===== config.mk =====
export PLATFORM = sky130hd
export DESIGN_NAME = ipt_trigger
export DESIGN_NICKNAME = d
export VERILOG_FILES = /design/src/common/ipt_pkg.sv /design/src/rtl/ipt_sync.sv /design/src/rtl/ipt_deser.sv /design/src/rtl/ipt_trigger.sv
export VERILOG_INCLUDE_DIRS = /design/src /design/src/common
export SDC_FILE = /design/constraint.sdc
export NUM_CORES = 1
export LEC_CHECK = 0
export ABC_CLOCK_PERIOD_IN_PS = 3810
export BUFFER_PORTS_ARGS = -buffer_cell sky130_fd_sc_hd__buf_2
export CAP_MARGIN = 30
export CORE_ASPECT_RATIO = 0.8
export CORE_MARGIN = 3
export CORE_UTILIZATION = 45
export DETAILED_ROUTE_END_ITERATION = 12
export PLACE_DENSITY_LB_ADDON = 0.15
export REMOVE_ABC_BUFFERS = 1
export SLEW_MARGIN = 20
export SYNTH_ARGS = -nofsm -noshare
export SYNTH_HDL_FRONTEND = slang
export SYNTH_HIERARCHICAL = 1
export SYNTH_SLANG_ARGS = --single-unit

===== constraint.sdc =====
create_clock -name clock -period 3.81 [get_ports clock]
set_clock_uncertainty 0.15 [all_clocks]
set_input_delay 0.5715 -clock clock [delete_from_list [all_inputs] [get_ports clock]]
set_output_delay 0.5715 -clock clock [all_outputs]
set_load 0.05 [all_outputs]

===== src/common/ipt_consts.svh =====
`ifndef IPT_CONSTS_SVH
`define IPT_CONSTS_SVH
`define IPT_CTRL_OFS   8'h00
`define IPT_WBITS_OFS  8'h04
`define IPT_SLEN_OFS   8'h08
`define IPT_STAT_OFS   8'h0C
`define IPT_MASK_OFS   8'h10
`define IPT_MSTATE_OFS 8'h14
`define IPT_ENT_BASE   8'h80
`define IPT_CTRL_EN    0
`define IPT_CTRL_PRE   1
`define IPT_CTRL_RSTRT 2
`define IPT_ST_TRIG    0
`define IPT_ST_WORD    1
`define IPT_ST_BRK     2
`define IPT_ENT_CHAN   0
`define IPT_ENT_CONT   1
`define IPT_CTRL_INIT  2'h0
`define IPT_WBITS_INIT 5'h10
`define IPT_SLEN_INIT  5'h01
`define IPT_MAX_BITS   24
`define IPT_MAX_ENT    16
`define IPT_RESP_OK    2'h0
`define IPT_RESP_ERR   2'h2
`endif


===== src/common/ipt_pkg.sv =====
`include "ipt_consts.svh"
package ipt_pkg;
   typedef struct packed {
      logic sck;
      logic ws;
      logic sd;
   } ipt_pins_s;
   typedef struct packed {
      logic                       chan;
      logic [`IPT_MAX_BITS-1:0]   data;
   } ipt_word_s;
   typedef struct packed {
      logic                       contig;
      logic                       chan;
      logic [`IPT_MAX_BITS-1:0]   value;
   } ipt_entry_s;
   typedef enum logic {DS_SEEK, DS_SHIFT} ipt_deser_e;
   typedef enum logic [1:0] {MS_OFF, MS_HUNT, MS_DONE} ipt_match_e;
endpackage : ipt_pkg


===== src/rtl/ipt_sync.sv =====
`timescale 1ns/1ps
module ipt_sync #(
   parameter int W = 3
) (
   input  wire logic         clock,
   input  wire logic         rst_n,
   input  wire logic [W-1:0] d,
   output logic      [W-1:0] q
);
   logic [W-1:0] meta_r;
   always_ff @(posedge clock or negedge rst_n) begin
      if (!rst_n) begin
         meta_r <= '0;
         q      <= '0;
      end else begin
         meta_r <= d;
         q      <= meta_r;
      end
   end
endmodule : ipt_sync


===== src/rtl/ipt_deser.sv =====
`timescale 1ns/1ps
`include "ipt_consts.svh"
module ipt_deser
   import ipt_pkg::*;
(
   input  wire logic       clock,
   input  wire logic       rst_n,
   input  wire ipt_pins_s  pins,
   input  wire logic [4:0] wordBits,
   output logic            wordValid,
   output ipt_word_s       word
);
   ipt_deser_e               st_r;
   logic                     sckLast_r;
   logic                     wsLast_r;
   logic [4:0]               cnt_r;
   logic [`IPT_MAX_BITS-1:0] sh_r;
   logic                     chan_r;

   wire sckRise = pins.sck & ~sckLast_r;
   wire wsFlip  = pins.ws ^ wsLast_r;
   wire lastBit = (5'(cnt_r + 5'h01) == wordBits);

   // Bit at the select edge is dropped; the new word starts with the next bit
   always_ff @(posedge clock or negedge rst_n) begin
      if (!rst_n) begin
         st_r      <= DS_SEEK;
         sckLast_r <= 1'b0;
         wsLast_r  <= 1'b0;
         cnt_r     <= 5'h00;
         sh_r      <= '0;
         chan_r    <= 1'b0;
         wordValid <= 1'b0;
      end else begin
         sckLast_r <= pins.sck;
         wordValid <= 1'b0;
         if (sckRise) begin
            wsLast_r <= pins.ws;
            if (wsFlip) begin
               st_r   <= DS_SHIFT;
               cnt_r  <= 5'h00;
               sh_r   <= '0;
               chan_r <= pins.ws;
            end else if (st_r == DS_SHIFT) begin
               sh_r  <= {sh_r[`IPT_MAX_BITS-2:0], pins.sd};
               cnt_r <= 5'(cnt_r + 5'h01);
               if (lastBit) begin
                  st_r      <= DS_SEEK;
                  wordValid <= 1'b1;
               end
            end
         end
      end
   end
   assign word = '{chan: chan_r, data: sh_r};

   AST_WORD_START: assert property (
      @(posedge clock) disable iff (!rst_n)
      sckRise && wsFlip |=> st_r == DS_SHIFT && cnt_r == 5'h00 && chan_r == $past(pins.ws))
      else $error("Word start not taken at select edge");
   AST_WORD_BITS: assert property (
      @(posedge clock) disable iff (!rst_n)
      wordValid |-> cnt_r == $past(wordBits) && st_r == DS_SEEK)
      else $error("Word length differs from programmed width");
endmodule : ipt_deser


===== src/rtl/ipt_trigger.sv =====
// Operation
// Three probed pins: clock, select, data
// Word width programmable from 1 to 24
// Entry matches only its channel and value
// Contiguous entry must match the next word
// Non-contiguous entry waits across unmatched words
// Sequence holds at most sixteen entries
// Pre-fill holds trigger until memory filled
// One trigger pulse; contiguous break restarts sequence
//
// The register addresses and the AXI4-Lite interface to the registers were decided locally.
`timescale 1ns/1ps
`include "ipt_consts.svh"
module ipt_trigger
   import ipt_pkg::*;
#(
   parameter int ADDR_W = 8
) (
   input  wire logic              clock,
   input  wire logic              rst_n,
   input  wire logic              sckPin,
   input  wire logic              wsPin,
   input  wire logic              sdPin,
   input  wire logic              fillReached,
   input  wire logic              awvalid,
   output logic                   awready,
   input  wire logic [ADDR_W-1:0] awaddr,
   input  wire logic              wvalid,
   output logic                   wready,
   input  wire logic [31:0]       wdata,
   input  wire logic [3:0]        wstrb,
   output logic                   bvalid,
   input  wire logic              bready,
   output logic [1:0]             bresp,
   input  wire logic              arvalid,
   output logic                   arready,
   input  wire logic [ADDR_W-1:0] araddr,
   output logic                   rvalid,
   input  wire logic              rready,
   output logic [31:0]            rdata,
   output logic [1:0]             rresp,
   output logic                   trigger,
   output logic                   irq
);
   ipt_pins_s  pinsSync;
   logic       wordValid;
   ipt_word_s  word;

   logic [1:0]  ctrl_r;
   logic [4:0]  wordBits_r;
   logic [4:0]  seqLen_r;
   logic [2:0]  status_r;
   logic [2:0]  mask_r;
   ipt_entry_s  entry_r [`IPT_MAX_ENT];
   ipt_match_e  mState_r;
   logic [3:0]  idx_r;
   logic        awHave_r;
   logic        wHave_r;
   logic [7:0]  wAddr_r;
   logic [31:0] wData_r;
   logic [3:0]  wStrb_r;

   ipt_sync #(.W(3)) uSync (
      .clock (clock),
      .rst_n (rst_n),
      .d     ({sckPin, wsPin, sdPin}),
      .q     (pinsSync)
   );

   ipt_deser uDeser (
      .clock     (clock),
      .rst_n     (rst_n),
      .pins      (pinsSync),
      .wordBits  (wordBits_r),
      .wordValid (wordValid),
      .word      (word)
   );

   // Write decode
   wire        doWrite = awHave_r & wHave_r & ~bvalid;
   wire [31:0] bMask   = {{8{wStrb_r[3]}}, {8{wStrb_r[2]}}, {8{wStrb_r[1]}}, {8{wStrb_r[0]}}};
   wire [31:0] wMasked = wData_r & bMask;
   wire [7:0]  wW      = {wAddr_r[7:2], 2'b00};
   wire        wEnt    = wAddr_r[7];
   wire [3:0]  wIdx    = wAddr_r[6:3];
   wire        wCtrl   = doWrite & ~wEnt & (wW == `IPT_CTRL_OFS) & wStrb_r[0];
   wire        wWbits  = doWrite & ~wEnt & (wW == `IPT_WBITS_OFS) & wStrb_r[0];
   wire        wSlen   = doWrite & ~wEnt & (wW == `IPT_SLEN_OFS) & wStrb_r[0];
   wire        wStat   = doWrite & ~wEnt & (wW == `IPT_STAT_OFS) & wStrb_r[0];
   wire        wMask   = doWrite & ~wEnt & (wW == `IPT_MASK_OFS) & wStrb_r[0];
   wire        wEntVal = doWrite & wEnt & ~wAddr_r[2];
   wire        wEntFlg = doWrite & wEnt & wAddr_r[2] & wStrb_r[0];
   wire        wMapped = wEnt | (wW <= `IPT_MSTATE_OFS);
   wire        restart = wCtrl & wData_r[`IPT_CTRL_RSTRT];
   wire [`IPT_MAX_BITS-1:0] entValNxt = (entry_r[wIdx].value & ~bMask[`IPT_MAX_BITS-1:0])
                                      | wMasked[`IPT_MAX_BITS-1:0];
   // Out-of-range settings clamp so the matcher never sees an illegal width
   wire [4:0]  wbitsNxt = (wData_r[4:0] == 5'h00) ? 5'h01 :
                          (wData_r[4:0] > 5'(`IPT_MAX_BITS)) ? 5'(`IPT_MAX_BITS) : wData_r[4:0];
   wire [4:0]  slenNxt  = (wData_r[4:0] == 5'h00) ? 5'h01 :
                          (wData_r[4:0] > 5'(`IPT_MAX_ENT)) ? 5'(`IPT_MAX_ENT) : wData_r[4:0];

   // Read decode
   wire [7:0]  rA    = araddr[7:0];
   wire [7:0]  rW    = {rA[7:2], 2'b00};
   ipt_entry_s rEnt;
   assign rEnt = entry_r[rA[6:3]];
   wire        rMapped = rA[7] | (rW <= `IPT_MSTATE_OFS);
   wire [31:0] rEntData = rA[2] ? {30'h0, rEnt.contig, rEnt.chan}
                                : {8'h00, rEnt.value};
   wire [31:0] rRegData =
      (rW == `IPT_CTRL_OFS)   ? {30'h0, ctrl_r} :
      (rW == `IPT_WBITS_OFS)  ? {27'h0, wordBits_r} :
      (rW == `IPT_SLEN_OFS)   ? {27'h0, seqLen_r} :
      (rW == `IPT_STAT_OFS)   ? {29'h0, status_r} :
      (rW == `IPT_MASK_OFS)   ? {29'h0, mask_r} :
      (rW == `IPT_MSTATE_OFS) ? {26'h0, mState_r, idx_r} : 32'h0;
   wire [31:0] rDataNxt = ~rMapped ? 32'h0 : (rA[7] ? rEntData : rRegData);

   // Matcher
   ipt_entry_s cur;
   ipt_entry_s first;
   assign cur   = entry_r[idx_r];
   assign first = entry_r[0];
   wire [`IPT_MAX_BITS-1:0] wMaskBits = `IPT_MAX_BITS'((25'h1 << wordBits_r) - 25'h1);
   wire [3:0]  lastIdx  = 4'(seqLen_r - 5'h01);
   wire        gate     = ctrl_r[`IPT_CTRL_EN]
                        & (~ctrl_r[`IPT_CTRL_PRE] | fillReached);
   wire        wordOk   = wordValid & gate & (mState_r == MS_HUNT);
   wire        hitCur   = (word.chan == cur.chan)
                        & ((word.data & wMaskBits) == (cur.value & wMaskBits));
   wire        hitFirst = (word.chan == first.chan)
                        & ((word.data & wMaskBits) == (first.value & wMaskBits));
   // Restart in the same cycle discards the final match
   wire        fire     = wordOk & hitCur & (idx_r == lastIdx) & ~restart;
   wire        brk      = wordOk & ~hitCur & (idx_r != 4'h0) & cur.contig;
   logic [2:0] statSet;
   assign statSet[`IPT_ST_TRIG] = fire;
   assign statSet[`IPT_ST_WORD] = wordValid;
   assign statSet[`IPT_ST_BRK]  = brk;
   wire [2:0]  statClr = wStat ? wData_r[2:0] : 3'h0;

   always_ff @(posedge clock or negedge rst_n) begin
      if (!rst_n) begin
         mState_r <= MS_OFF;
         idx_r    <= 4'h0;
      end else if (!ctrl_r[`IPT_CTRL_EN]) begin
         mState_r <= MS_OFF;
         idx_r    <= 4'h0;
      end else if (restart) begin
         mState_r <= MS_HUNT;
         idx_r    <= 4'h0;
      end else begin
         unique case (mState_r)
            MS_OFF:  mState_r <= MS_HUNT;
            MS_HUNT: begin
               if (fire) begin
                  mState_r <= MS_DONE;
                  idx_r    <= 4'h0;
               end else if (wordOk & hitCur) begin
                  idx_r <= 4'(idx_r + 4'h1);
               end else if (brk) begin
                  idx_r <= hitFirst ? 4'h1 : 4'h0;
               end
            end
            MS_DONE: mState_r <= MS_DONE;
         endcase
      end
   end

   always_ff @(posedge clock or negedge rst_n) begin
      if (!rst_n) begin
         ctrl_r     <= `IPT_CTRL_INIT;
         wordBits_r <= `IPT_WBITS_INIT;
         seqLen_r   <= `IPT_SLEN_INIT;
         mask_r     <= 3'h0;
         for (int i = 0; i < `IPT_MAX_ENT; i++) begin
            entry_r[i] <= '0;
         end
      end else begin
         if (wCtrl) ctrl_r <= wData_r[1:0];
         if (wWbits) wordBits_r <= wbitsNxt;
         if (wSlen) seqLen_r <= slenNxt;
         if (wMask) mask_r <= wData_r[2:0];
         if (wEntVal) entry_r[wIdx].value <= entValNxt;
         if (wEntFlg) begin
            entry_r[wIdx].chan   <= wData_r[`IPT_ENT_CHAN];
            entry_r[wIdx].contig <= wData_r[`IPT_ENT_CONT];
         end
      end
   end

   // Hardware set wins over a same-cycle software clear
   always_ff @(posedge clock or negedge rst_n) begin
      if (!rst_n) begin
         status_r <= 3'h0;
         trigger  <= 1'b0;
         irq      <= 1'b0;
      end else begin
         status_r <= (status_r & ~statClr) | statSet;
         trigger  <= fire;
         irq      <= |(status_r & mask_r);
      end
   end

   // AXI4-Lite write channel
   always_ff @(posedge clock or negedge rst_n) begin
      if (!rst_n) begin
         awready  <= 1'b1;
         wready   <= 1'b1;
         awHave_r <= 1'b0;
         wHave_r  <= 1'b0;
         wAddr_r  <= 8'h00;
         wData_r  <= 32'h0;
         wStrb_r  <= 4'h0;
         bvalid   <= 1'b0;
         bresp    <= `IPT_RESP_OK;
      end else begin
         if (awvalid & awready) begin
            awready  <= 1'b0;
            awHave_r <= 1'b1;
            wAddr_r  <= awaddr[7:0];
         end
         if (wvalid & wready) begin
            wready  <= 1'b0;
            wHave_r <= 1'b1;
            wData_r <= wdata;
            wStrb_r <= wstrb;
         end
         if (doWrite) begin
            awHave_r <= 1'b0;
            wHave_r  <= 1'b0;
            bvalid   <= 1'b1;
            bresp    <= wMapped ? `IPT_RESP_OK : `IPT_RESP_ERR;
         end
         if (bvalid & bready) begin
            bvalid  <= 1'b0;
            awready <= 1'b1;
            wready  <= 1'b1;
         end
      end
   end

   // AXI4-Lite read channel
   always_ff @(posedge clock or negedge rst_n) begin
      if (!rst_n) begin
         arready <= 1'b1;
         rvalid  <= 1'b0;
         rdata   <= 32'h0;
         rresp   <= `IPT_RESP_OK;
      end else if (arvalid & arready) begin
         arready <= 1'b0;
         rvalid  <= 1'b1;
         rdata   <= rDataNxt;
         rresp   <= rMapped ? `IPT_RESP_OK : `IPT_RESP_ERR;
      end else if (rvalid & rready) begin
         rvalid  <= 1'b0;
         arready <= 1'b1;
      end
   end

   AST_TRIG_CAUSE: assert property (
      @(posedge clock) disable iff (!rst_n)
      trigger |-> $past(wordValid) && $past(idx_r) == $past(lastIdx) && mState_r == MS_DONE)
      else $error("Trigger without final entry match");
   AST_TRIG_ONCE: assert property (
      @(posedge clock) disable iff (!rst_n)
      trigger && !restart |=> !trigger)
      else $error("Trigger fired twice for one sequence");
   AST_PREFILL: assert property (
      @(posedge clock) disable iff (!rst_n)
      ctrl_r[`IPT_CTRL_PRE] && !fillReached |=> !trigger
      && idx_r == (($past(restart) || !$past(ctrl_r[`IPT_CTRL_EN])) ? 4'h0 : $past(idx_r)))
      else $error("Match honoured before capture memory filled");
   AST_CONTIG: assert property (
      @(posedge clock) disable iff (!rst_n)
      brk && !restart && ctrl_r[`IPT_CTRL_EN] |=> idx_r == ($past(hitFirst) ? 4'h1 : 4'h0))
      else $error("Contiguous break did not restart sequence");
   AST_NONCONT: assert property (
      @(posedge clock) disable iff (!rst_n)
      wordOk && !hitCur && !cur.contig && !restart |=> idx_r == $past(idx_r))
      else $error("Non-contiguous entry lost its place");
   AST_CHAN: assert property (
      @(posedge clock) disable iff (!rst_n)
      wordOk && word.chan != cur.chan |=> !trigger && idx_r <= $past(idx_r))
      else $error("Word of wrong channel advanced the sequence");
   AST_SEQLEN: assert property (
      @(posedge clock) disable iff (!rst_n)
      seqLen_r >= 5'h01 && seqLen_r <= 5'(`IPT_MAX_ENT) && wordBits_r >= 5'h01)
      else $error("Sequence length out of range");
   AST_IRQ: assert property (
      @(posedge clock) disable iff (!rst_n)
      trigger && mask_r[`IPT_ST_TRIG] && !wStat |=> irq)
      else $error("Trigger did not raise interrupt");
endmodule : ipt_trigger


==> key figures, run 1 <==
Clock tree
  • Clock Tree Buf Depth: 3
  • Clock-pin slew on the worst setup and hold paths: 0.06 ns
  • Num CTS Buffers: 60
  • Clk root buf: clkbuf_16
  • Clk Latency, worst-skew pair: 0.65 ns
  • # H-tree levels: 2
  • CTS tree: yes
  • Total clock sinks: 548

Global routing
  • Met2 Use GR: 0.442
  • Largest net degree at the start of global routing: roughly 110
  • Initial antenna violation count: 3
  • Vias in the first global route: between 20,000 and 25,000
  • Total track usage: 0.295
  • Met3 Use GR: 0.0647
  • Grt ovf: 0
  • Met1 usage: 0.429
  • First-pass GRT wire length: 162,000 um
  • Grt peak-use layer: met2

Yosys
  • #FFs+latches synth: between 500 and 600
  • Number of synthesized flops with an enable pin: 0
  • Sequential share of the synthesized area: 0.439
  • Async SR Flop Fraction: 1.00
  • Avg Cell Area, Syn: 11.3 um^2
  • Ys flop type: dfrtp_1
  • Synth cell types: 76
  • Mapped cell area: between 30,000 and 40,000 um^2
  • Post-Syn Instances: about 2,800
  • Ys Warns: 6

Timing
  • Slew HR: 0.312
  • Min Tclk post-route: 3.85 ns
  • Max Clk Rate: roughly 260 MHz
  • Period utilization: 1.01
  • Hold Vio Cnt, Final: 0
  • Worst-Margin Slew: between 1 and 1.5 ns
  • Slew Viols, Final: 0
  • Setup tns final: -0.0423 ns
  • Final setup viols: 1
  • Final worst slack: -0.0423 ns
  • Worst hold slack: around 0.025 ns
  • RSZ-0062 raised after global routing: true

Layout
  • Most common cell after layout, fill and taps aside: dfrtp_1
  • Synthesis-to-finish area growth: 16.0%
  • Layout Nets: approximately 3,000
  • Fraction of layout instances using a drive strength above 1: 0.273
  • Post-layout util: 0.533
  • Most frequent cells in the layout: 537 x dfrtp_1, 460 x a21oi_1, 431 x nor2_1, 267 x mux4_2, 162 x buf_4

Route
  • Post-Route WL: between 100,000 and 150,000 um
  • TritonRoute pass-1 iters: 5
  • Vias: 25,200
  • Initial DRC count: 2,775
  • Routed vias/inst: 6.54
  • Drt wl/cell: 27.9 um
  • ANT nets after route: 0
  • Residual DRC count: 0

Floorplanning
  • Initial Util: 0.460
  • Die height: 242 um
  • Num rows: 85
  • # IOs: 106
  • Die W: 301 um
  • Die ar.: 72,700 um^2
  • Core area: between 60,000 and 70,000 um^2

Placed design
  • Port-buffer cells: 82
  • Gp weighted congestion: 0.939
  • HPWL Detailed: 68,300 um

Setup path
  • Req. time, crit path: 4.19 ns
  • Setup Crit Path Kind: reg -> reg
  • Crit. End Element: flip-flop
  • Crit start category: flip-flop
  • Worst-path fanout max: 11
  • Crit path arrival time: 4.24 ns

Power
  • Sequential Power Share: 0.365
  • Leak: 15.6 nW
  • Net Switching: between 10 and 15 mW
  • Clock share of power: 0.231
  • Peak supply drop: 579 uV
  • Net Sw Frac: 0.386
  • PD cells: 749 nW/um^2
  • P_int: 16.7 mW
  • Gate power share: 0.404

Run
  • Max Cap Viol: 0

Run status
  • Failing checks: setup timing
  • Outcome: finished, violations left

Worst hold path
  • Worst min path class: in -> reg
cells in the mapped netlist (all sizes together), types with 5 or more instances:
master     n  area share
dfrtp    543        0.43
a21oi    461       0.074
nor2     443       0.053
mux4     282        0.21
clkbuf   186       0.023
mux2i    104       0.033
mux2     100       0.036
nand2     83       0.010
buf       74       0.014
o21ai     69       0.011
a22oi     49       0.012
a22o      32      0.0090
xnor2     28      0.0078
o22ai     26      0.0052
nor3      24      0.0040
o221ai    22      0.0062
xor2      22      0.0064
o31ai     21      0.0050
nand3     20      0.0032
inv       19      0.0023
nor2b     12      0.0024
a21o      11      0.0026
a221oi    10      0.0030
nand2b    10      0.0020
nand4      9      0.0018
nor4       9      0.0018
and3       8      0.0016
a211oi     7      0.0018
o2111ai    7      0.0020
o211ai     7      0.0017
and2       6      0.0012
ha         6      0.0024
a211o      5      0.0014
dfstp      5      0.0042
layout make-up:
| type | instances | area, um^2 |
|---|---|---|
| fill | 5838 | 31700 |
| timing repair buffer | 309 | 2640 |
| sequential | 548 | 13700 |
| clock inverter | 28 | 380 |
| clock buffer | 84 | 1730 |
| inverter | 20 | 75.1 |
| antenna | 1 | 2.50 |
| tap | 913 | 1140 |
| multi-input combinational | 1955 | 16600 |
critical path: stages, from the launching register on:
cell and delay [ns]:
dfrtp_4 0.48, buf_8 0.20, mux4_2 0.53, a22o_1 0.25
a221oi_2 0.30, xnor2_1 0.22, a211o_1 0.33, or4_4 0.52
or4_1 0.56, a22o_1 0.22
state kept, by name (all words and copies together), names as in the netlist, 4 cells and up:
name,count
entry_r,416
idx_r,4
rdata,24
seqLen_r,5
uDeser/cnt_r,5
uDeser/sh_r,24
wAddr_r,6
wData_r,24
wordBits_r,5
path summary, 6_finish.rpt:
path	startpoint	endpoint	slack (ns)	depth (start not counted)
worst min register to register	uSync/meta_r[2]$_DFF_PN0_	uSync/q[2]$_DFF_PN0_	0.20	0
worst min-delay path	wdata[8]	wData_r[8]$_DFFE_PN0P_	0.03	2
worst max-delay path	idx_r[0]$_DFFE_PN0P_	status_r[2]$_DFF_PN0_	-0.04	9
max in group asynchronous	rst_n	entry_r[216]$_DFFE_PN0P_	2.11	4
worst max register to register	idx_r[0]$_DFFE_PN0P_	status_r[2]$_DFF_PN0_	-0.04	9
min in group asynchronous	rst_n	entry_r[46]$_DFFE_PN0P_	0.35	2
metrics by stage:
step | instances | worst slack (ns) | total power [mW] | instance area (um^2)
after floorplan | 2523 | -3.53 | 16.7 | 30100
after global placement | 3704 | -0.128 | 20.3 | 33600
after detailed placement | 3704 | -0.0713 | 20.7 | 33600
after CTS | 3855 | 0.0120 | 27.0 | 36200
after global routing | 3857 | -0.118 | 28.6 | 36300
final | 3858 | -0.0423 | 27.2 | 36300
power groups by stage:
stage,Clock [mW],Sequential (mW),Combinational [mW]
after CTS,6.37,9.84,10.8
after global placement,0,9.76,10.5
after detailed placement,0,9.92,10.7
after floorplan,0,9.93,6.78
final,6.27,9.91,11.0
after global routing,6.61,10.2,11.8
per-layer routing:
layer	vias to the layer above	part of all wire
li1	10700	-
met1	12900	0.42
met2	1411	0.45
met3	264	0.10
met4	0	0.036
met5	-	0
kinds of logic after synthesis:
kind of cell,synth area share
AO/OA/AOI/OAI,0.144
XOR/XNOR,0.0143
adder cells (fa/ha/maj),0.00240
buffers and inverters,0.0392
flip-flops,0.439
multiplexers,0.274
other,0.000120
AND/OR/NAND/NOR,0.0871
timing repair:
action | 4_1_cts | 5_1_grt
endpoints found under the setup margin | 5 | 7
pin swaps | 0 | 2
gates cloned | 1 | 0
hold buffers | 33 | 0
resized for setup | 9 | 16
endpoints found under the hold margin | 93 | 0
buffers inserted | 5 | 2
(Power assumes the default switching activity.)
==> inputs of run 2 (changes only) <==
--- a/config.mk
+++ b/config.mk
@@ -7,12 +7,12 @@
 export NUM_CORES = 1
 export LEC_CHECK = 0
 export ABC_CLOCK_PERIOD_IN_PS = 3810
-export BUFFER_PORTS_ARGS = -buffer_cell sky130_fd_sc_hd__buf_2
 export CAP_MARGIN = 30
 export CORE_ASPECT_RATIO = 0.8
 export CORE_MARGIN = 3
 export CORE_UTILIZATION = 45
 export DETAILED_ROUTE_END_ITERATION = 12
+export DONT_BUFFER_PORTS = 1
 export PLACE_DENSITY_LB_ADDON = 0.15
 export REMOVE_ABC_BUFFERS = 1
 export SLEW_MARGIN = 20
==> key figures, run 2 (synthesis results as in run 1) <==
Run status
  • Outcome: finished, violations left (unchanged)
  • Failing checks: hold timing, slew limit (was setup timing)

Layout
  • Layout Nets: 2,877 (was 2,963)
  • Most common cell after layout, fill and taps aside: dfrtp_1 (unchanged)
  • Fraction of layout instances using a drive strength above 1: 0.250 (was 0.273)
  • Most frequent cells in the layout: 537 x dfrtp_1, 460 x a21oi_1, 431 x nor2_1, 268 x mux4_2, 146 x buf_4 (was 537 x dfrtp_1, 460 x a21oi_1, 431 x nor2_1, 267 x mux4_2, 162 x buf_4)
  • Largest register FFs: 416 (unchanged)
  • Layout filler cell count: 5,861 (was 5,838)
  • Finished Cell Area: 35,700 um^2 (was 36,300 um^2)
  • Synthesis-to-finish area growth: 14.3% (was 16.0%)
  • Antenna diode count: 0 (was 1)
  • Most flop-heavy register: entry_r (unchanged)

Power
  • Sequential Power Share: 0.381 (was 0.365)
  • Net Sw Frac: 0.384 (was 0.386)
  • Clock share of power: 0.223 (was 0.231)
  • Peak supply drop: 504 uV (was 579 uV)
  • PD cells: 742 nW/um^2 (was 749 nW/um^2)
  • P_int: 16.3 mW (was 16.7 mW)
  • Pwr Total: 26.5 mW (was 27.2 mW)
  • Net Switching: 10.2 mW (was 10.5 mW)
  • Leak: 15.1 nW (was 15.6 nW)
  • Gate power share: 0.396 (was 0.404)

Placed design
  • HPWL Detailed: 63,100 um (was 68,300 um)
  • Gp weighted congestion: 0.913 (was 0.939)
  • Pre-CTS setup slack: -0.145 ns (was -0.0713 ns)
  • Placed instance area: 32,900 um^2 (was 33,600 um^2)
  • Port-buffer cells: 0 (was 82)

Setup path
  • Reg2reg path depth: 10 (was 9)
  • Critical path buffer and inverter count: 2 (was 1)
  • Critical path cell sequence: buf_12 > clkbuf_16 > mux4_1 > a22oi_2 > nand2_2 > xor2_1 > a211o_1 > or4_4 > or4_4 > a22o_1 (was buf_8 > mux4_2 > a22o_1 > a221oi_2 > xnor2_1 > a211o_1 > or4_4 > or4_1 > a22o_1)
  • Crit. End Element: flip-flop (unchanged)
  • Crit path arrival time: 4.16 ns (was 4.24 ns)
  • Worst-path fanout max: 8 (was 11)
  • Critical path's largest stage delay: 0.59 ns (was 0.56 ns)
  • Top delay family on crit path: simple AND/OR/NAND/NOR gates (was compound AO/OA/AOI/OAI gates)
  • Reg-to-reg setup timing slack: 0.02 ns (was -0.04 ns)
  • Critical R2R Capture: status_r[2]$_DFF_PN0_ (unchanged)
  • Req. time, crit path: 4.18 ns (was 4.19 ns)
  • Crit start category: flip-flop (unchanged)
  • Most numerous cell on the critical path: or4_4 (was a22o_1)
  • Setup Crit Path Kind: reg -> reg (unchanged)
  • FF-to-FF Start: idx_r[0]$_DFFE_PN0P_ (unchanged)
  • Critical-path top delay cell: mux4_1 (was or4_1)

Route
  • Routed vias/inst: 6.55 (was 6.54)
  • Initial DRC count: 2,903 (was 2,775)
  • TritonRoute pass-1 iters: 6 (was 5)
  • Drt wl/cell: 28.1 um (was 27.9 um)
  • Vias: 24,700 (was 25,200)
  • Residual DRC count: 0 (unchanged)
  • Post-Route WL: 106,000 um (was 108,000 um)
  • ANT nets after route: 0 (unchanged)

Timing
  • Final worst slack: 0.0236 ns (was -0.0423 ns)
  • Final setup viols: 0 (was 1)
  • RSZ-0062 raised after global routing: true (unchanged)
  • Period utilization: 0.994 (was 1.01)
  • Slew HR: -0.881 (was 0.312)
  • Min Tclk post-route: 3.79 ns (was 3.85 ns)
  • Slew Viols, Final: 342 (was 0)
  • Worst-Margin Slew: 2.82 ns (was 1.03 ns)
  • Hold Vio Cnt, Final: 270 (was 0)
  • Max Clk Rate: 264 MHz (was 260 MHz)
  • Worst hold slack: -0.497 ns (was 0.0253 ns)

Floorplanning
  • Core area: 68,000 um^2 (unchanged)
  • Initial Util: 0.460 (unchanged)
  • Die ar.: 72,700 um^2 (unchanged)
  • Die height: 242 um (unchanged)
  • Die W: 301 um (unchanged)
  • Num rows: 85 (unchanged)
  • # IOs: 106 (unchanged)

Worst hold path
  • Worst min path class: in -> async (was in -> reg)

Global routing
  • First-pass GRT wire length: 158,000 um (was 162,000 um)
  • Initial antenna violation count: 0 (was 3)
  • Vias in the first global route: 24,500 (was 24,800)
  • Grt ovf: 0 (unchanged)
  • Largest net degree at the start of global routing: 549 (was 109)
  • Total track usage: 0.287 (was 0.295)

Clock tree
  • Total clock sinks: 548 (unchanged)
  • # H-tree levels: 2 (unchanged)
  • Clock Tree Buf Depth: 3 (unchanged)
  • Clk Latency, worst-skew pair: 0.62 ns (was 0.65 ns)
  • Clk root buf: clkbuf_16 (unchanged)
  • CTS tree: yes (unchanged)
  • Clock-pin slew on the worst setup and hold paths: 0.07 ns (was 0.06 ns)
  • Post-CTS Hold Buffers: 45 (was 33)
  • Num CTS Buffers: 58 (was 60)

Run
  • Max Cap Viol: 0 (unchanged)
[run 2: how the worst max path moves through the flow]
stage,start,end,slack [ns],depth (start not counted)
2_1_floorplan,wAddr_r[3]$_DFFE_PN0P_,entry_r[364]$_DFFE_PN0P_,-3.53,4
3_3_place_gp,idx_r[0]$_DFFE_PN0P_,status_r[2]$_DFF_PN0_,-0.12,11
3_5_place_dp,idx_r[0]$_DFFE_PN0P_,status_r[2]$_DFF_PN0_,-0.15,11
4_1_cts,idx_r[0]$_DFFE_PN0P_,status_r[2]$_DFF_PN0_,-0.04,10
5_1_grt,idx_r[0]$_DFFE_PN0P_,status_r[2]$_DFF_PN0_,-0.04,10
6_report,idx_r[0]$_DFFE_PN0P_,status_r[2]$_DFF_PN0_,0.02,10
[run 2: stage by stage]
step | std cells | setup TNS (ns) | util
floorplan | 2523 | -1148.07 | -
finish | 3767 | 0 | 0.526
global route | 3767 | -0.0598 | 0.526
CTS | 3746 | -0.0408 | 0.520
detailed placement | 3595 | -0.500 | 0.484
global placement | 3595 | -0.181 | 0.484
[run 2: layer usage]
metal  vias to the layer above  GRT usage  part of all wire
li1                      10500          -                 -
met1                     12600      0.411              0.41
met2                      1350      0.436              0.45
met3                       252     0.0630              0.10
met4                         0     0.0960             0.035
met5                         -          0                 0
[run 2: repair_timing]
action	CTS	global route
resized for setup	8	37
cloned	0	1
pin swaps	1	13
buffers inserted	0	19
setup endpoints to repair	6	7
endpoints found under the hold margin	593	548
[run 2: power by group through the flow]
stage               combinational (mW)  sequential [mW]  clock (mW)
floorplan                         6.78             9.93           0
global placement                  9.92             9.98           0
detailed placement                10.2             10.1           0
CTS                               10.3             10.1        6.01
global route                      11.3             10.4        6.25
finish                            10.5             10.1        5.91
[run 2: cell type report]
| class | count | area [um^2] | area share |
|---|---|---|---|
| repair buffers | 225 | 2170 | 0.0608 |
| multi-input cells | 1955 | 16600 | 0.465 |
| inverters | 20 | 75.1 | 0.00210 |
| clock inverters | 20 | 213 | 0.00595 |
| flip-flops and latches | 548 | 13700 | 0.385 |
| well taps | 913 | 1140 | 0.0320 |
| clock buffers | 86 | 1760 | 0.0493 |
==> inputs of run 3 (changes only) <==
--- a/config.mk
+++ b/config.mk
@@ -10,7 +10,7 @@
 export CAP_MARGIN = 30
 export CORE_ASPECT_RATIO = 0.8
 export CORE_MARGIN = 3
-export CORE_UTILIZATION = 45
+export CORE_UTILIZATION = 30
 export DETAILED_ROUTE_END_ITERATION = 12
 export DONT_BUFFER_PORTS = 1
 export PLACE_DENSITY_LB_ADDON = 0.15
==> key figures, run 3 (synthesis results as in run 1) <==
Route
  • Residual DRC count: 0 (unchanged)
  • Initial DRC count: 2,374 (was 2,903)
  • Vias: 24,500 (was 24,700)
  • TritonRoute pass-1 iters: 7 (was 6)
  • Drt wl/cell: 27.5 um (was 28.1 um)
  • Post-Route WL: 117,000 um (was 106,000 um)
  • Routed vias/inst: 5.75 (was 6.55)
  • ANT nets after route: 0 (unchanged)

Placed design
  • Gp weighted congestion: 0.899 (was 0.913)
  • Port-buffer cells: 0 (unchanged)
  • Placed insts: 4,090 (was 3,595)
  • HPWL Detailed: 72,400 um (was 63,100 um)
  • Pre-CTS setup slack: -0.226 ns (was -0.145 ns)

Floorplanning
  • Die W: 367 um (was 301 um)
  • Num rows: 105 (was 85)
  • Die ar.: 108,000 um^2 (was 72,700 um^2)
  • # IOs: 106 (unchanged)
  • Core area: 103,000 um^2 (was 68,000 um^2)
  • Die height: 295 um (was 242 um)
  • Initial Util: 0.304 (was 0.460)

Timing
  • Slew HR: -0.973 (was -0.881)
  • Slew Viols, Final: 377 (was 342)
  • Final setup viols: 0 (unchanged)
  • Max Clk Rate: 267 MHz (was 264 MHz)
  • Hold Vio Cnt, Final: 201 (was 270)
  • Setup tns final: 0 ns (unchanged)
  • Worst-Margin Slew: 2.96 ns (was 2.82 ns)
  • Worst hold slack: -0.469 ns (was -0.497 ns)
  • Period utilization: 0.982 (was 0.994)
  • Final worst slack: 0.0693 ns (was 0.0236 ns)
  • Min Tclk post-route: 3.74 ns (was 3.79 ns)

Layout
  • Synthesis-to-finish area growth: 16.9% (was 14.3%)
  • Most frequent cells in the layout: 537 x dfrtp_1, 458 x a21oi_1, 431 x nor2_1, 273 x mux4_2, 155 x buf_4 (was 537 x dfrtp_1, 460 x a21oi_1, 431 x nor2_1, 268 x mux4_2, 146 x buf_4)
  • Largest register FFs: 416 (unchanged)
  • Most common cell after layout, fill and taps aside: dfrtp_1 (unchanged)
  • Non-filler cells, final: 4,262 (was 3,767)
  • Fraction of layout instances using a drive strength above 1: 0.257 (was 0.250)
  • Layout Nets: 2,890 (was 2,877)
  • Most flop-heavy register: entry_r (unchanged)

Setup path
  • Crit. End Element: flip-flop (unchanged)
  • Critical path buffer and inverter count: 3 (was 2)
  • Top delay family on crit path: compound AO/OA/AOI/OAI gates (was simple AND/OR/NAND/NOR gates)
  • Crit path arrival time: 4.10 ns (was 4.16 ns)
  • Crit. path cell count: 11 (was 10)
  • Setup Crit Path Kind: reg -> reg (unchanged)
  • Critical Path Source: idx_r[0]$_DFFE_PN0P_ (unchanged)
  • Reg2reg path depth: 11 (was 10)
  • Critical-path top delay cell: or4_4 (was mux4_1)
  • Worst-path fanout max: 8 (unchanged)
  • FF-to-FF Start: idx_r[0]$_DFFE_PN0P_ (unchanged)
  • Critical path's largest stage delay: 0.59 ns (about the same)
  • Req. time, crit path: 4.17 ns (was 4.18 ns)
  • Reg-to-reg setup timing slack: 0.07 ns (was 0.02 ns)
  • Critical R2R Capture: idx_r[1]$_DFFE_PN0P_ (was status_r[2]$_DFF_PN0_)
  • Crit start category: flip-flop (unchanged)
  • Critical path cell sequence: buf_12 > buf_8 > buf_12 > mux4_2 > a22oi_2 > nand2_2 > mux2_2 > a2111o_1 > or4_4 > o21ai_0 > a21oi_1 (was buf_12 > clkbuf_16 > mux4_1 > a22oi_2 > nand2_2 > xor2_1 > a211o_1 > or4_4 > or4_4 > a22o_1)
  • Most numerous cell on the critical path: buf_12 (was or4_4)

Clock tree
  • Post-CTS Hold Buffers: 45 (unchanged)
  • CTS tree: yes (unchanged)
  • Total clock sinks: 548 (unchanged)
  • Clock-pin slew on the worst setup and hold paths: 0.06 ns (was 0.07 ns)
  • Clk root buf: clkbuf_16 (unchanged)
  • Clk Latency, worst-skew pair: 0.64 ns (was 0.62 ns)
  • # H-tree levels: 3 (was 2)
  • Num CTS Buffers: 66 (was 58)
  • Clock Tree Buf Depth: 3 (unchanged)

Run status
  • Outcome: finished, violations left (unchanged)
  • Failing checks: hold timing, slew limit (unchanged)

Worst hold path
  • Worst min path class: in -> async (unchanged)

Power
  • Leak: 15.2 nW (was 15.1 nW)
  • Pwr Total: 27.2 mW (was 26.5 mW)
  • Peak supply drop: 472 uV (was 504 uV)
  • PD cells: 745 nW/um^2 (was 742 nW/um^2)

Global routing
  • Largest net degree at the start of global routing: 549 (unchanged)
  • Grt ovf: 0 (unchanged)
  • Total track usage: 0.215 (was 0.287)
  • Vias in the first global route: 24,500 (about the same)
  • First-pass GRT wire length: 172,000 um (was 158,000 um)
  • Initial antenna violation count: 2 (was 0)

Run
  • Max Cap Viol: 0 (unchanged)
-- run 3: cell count changes in the layout (fill, tap and decap cells not counted), sizes merged --
cell	previous run	this run
buf	178	185
bufinv	4	3
clkbuf	88	94
clkinv	13	16
clkinvlp	2	1
diode	0	3
-- run 3: final cells by class --
type,instances,area (um^2)
antenna,3,7.51
fill,10000,66300
sequential,548,13700
clock buffer,94,1940
inverter,20,75.1
timing repair buffer,230,2190
clock inverter,21,194
tap,1391,1740
multi-input combinational,1955,16600
-- run 3: metal layers --
layer	vias to the layer above	track usage	part of all wire
li1	10500	-	-
met1	12800	0.317	0.46
met2	978	0.323	0.44
met3	160	0.0404	0.072
met4	0	0.0602	0.024
met5	-	0	0
-- run 3: where the power goes --
group          leakage (nW)  internal (mW)  switching [mW]  total, mW
logic                  6.79           5.19            5.51       10.7
clock network          1.06           3.74            2.64       6.39
registers              7.36           7.72            2.39       10.1
-- run 3: worst reg2reg max path: cells and delay by family, from the launching register on --
family                 cells  cell delay [ns]
buffers and inverters      3             0.47
muxes                      2             0.84
DFF                        1             0.48
AOI/OAI and AO/OA          4             0.94
and+or+nand+nor            2             0.75
-- run 3: repair_timing --
action                                  4_1_cts  5_1_grt
buffers inserted                              6        3
endpoints found under the hold margin       598      548
endpoints found under the setup margin        7        7
gates resized for setup                      26       30
cloned                                        2        0
pin swaps                                    16        7
-- run 3: how the worst max path moves through the flow --
stage / to / slack [ns]
after floorplan: entry_r[364]$_DFFE_PN0P_ / -3.53
after global placement: status_r[2]$_DFF_PN0_ / -0.22
after detailed placement: status_r[2]$_DFF_PN0_ / -0.23
after CTS: idx_r[3]$_DFFE_PN0P_ / 0.02
after global routing: idx_r[0]$_DFFE_PN0P_ / -0.003
final: idx_r[1]$_DFFE_PN0P_ / 0.07
-- run 3: through the flow --
step	utilization	area, um^2
after floorplan	-	30100
after global placement	0.327	33600
after detailed placement	0.327	33600
after CTS	0.354	36400
after global routing	0.355	36500
final	0.355	36500
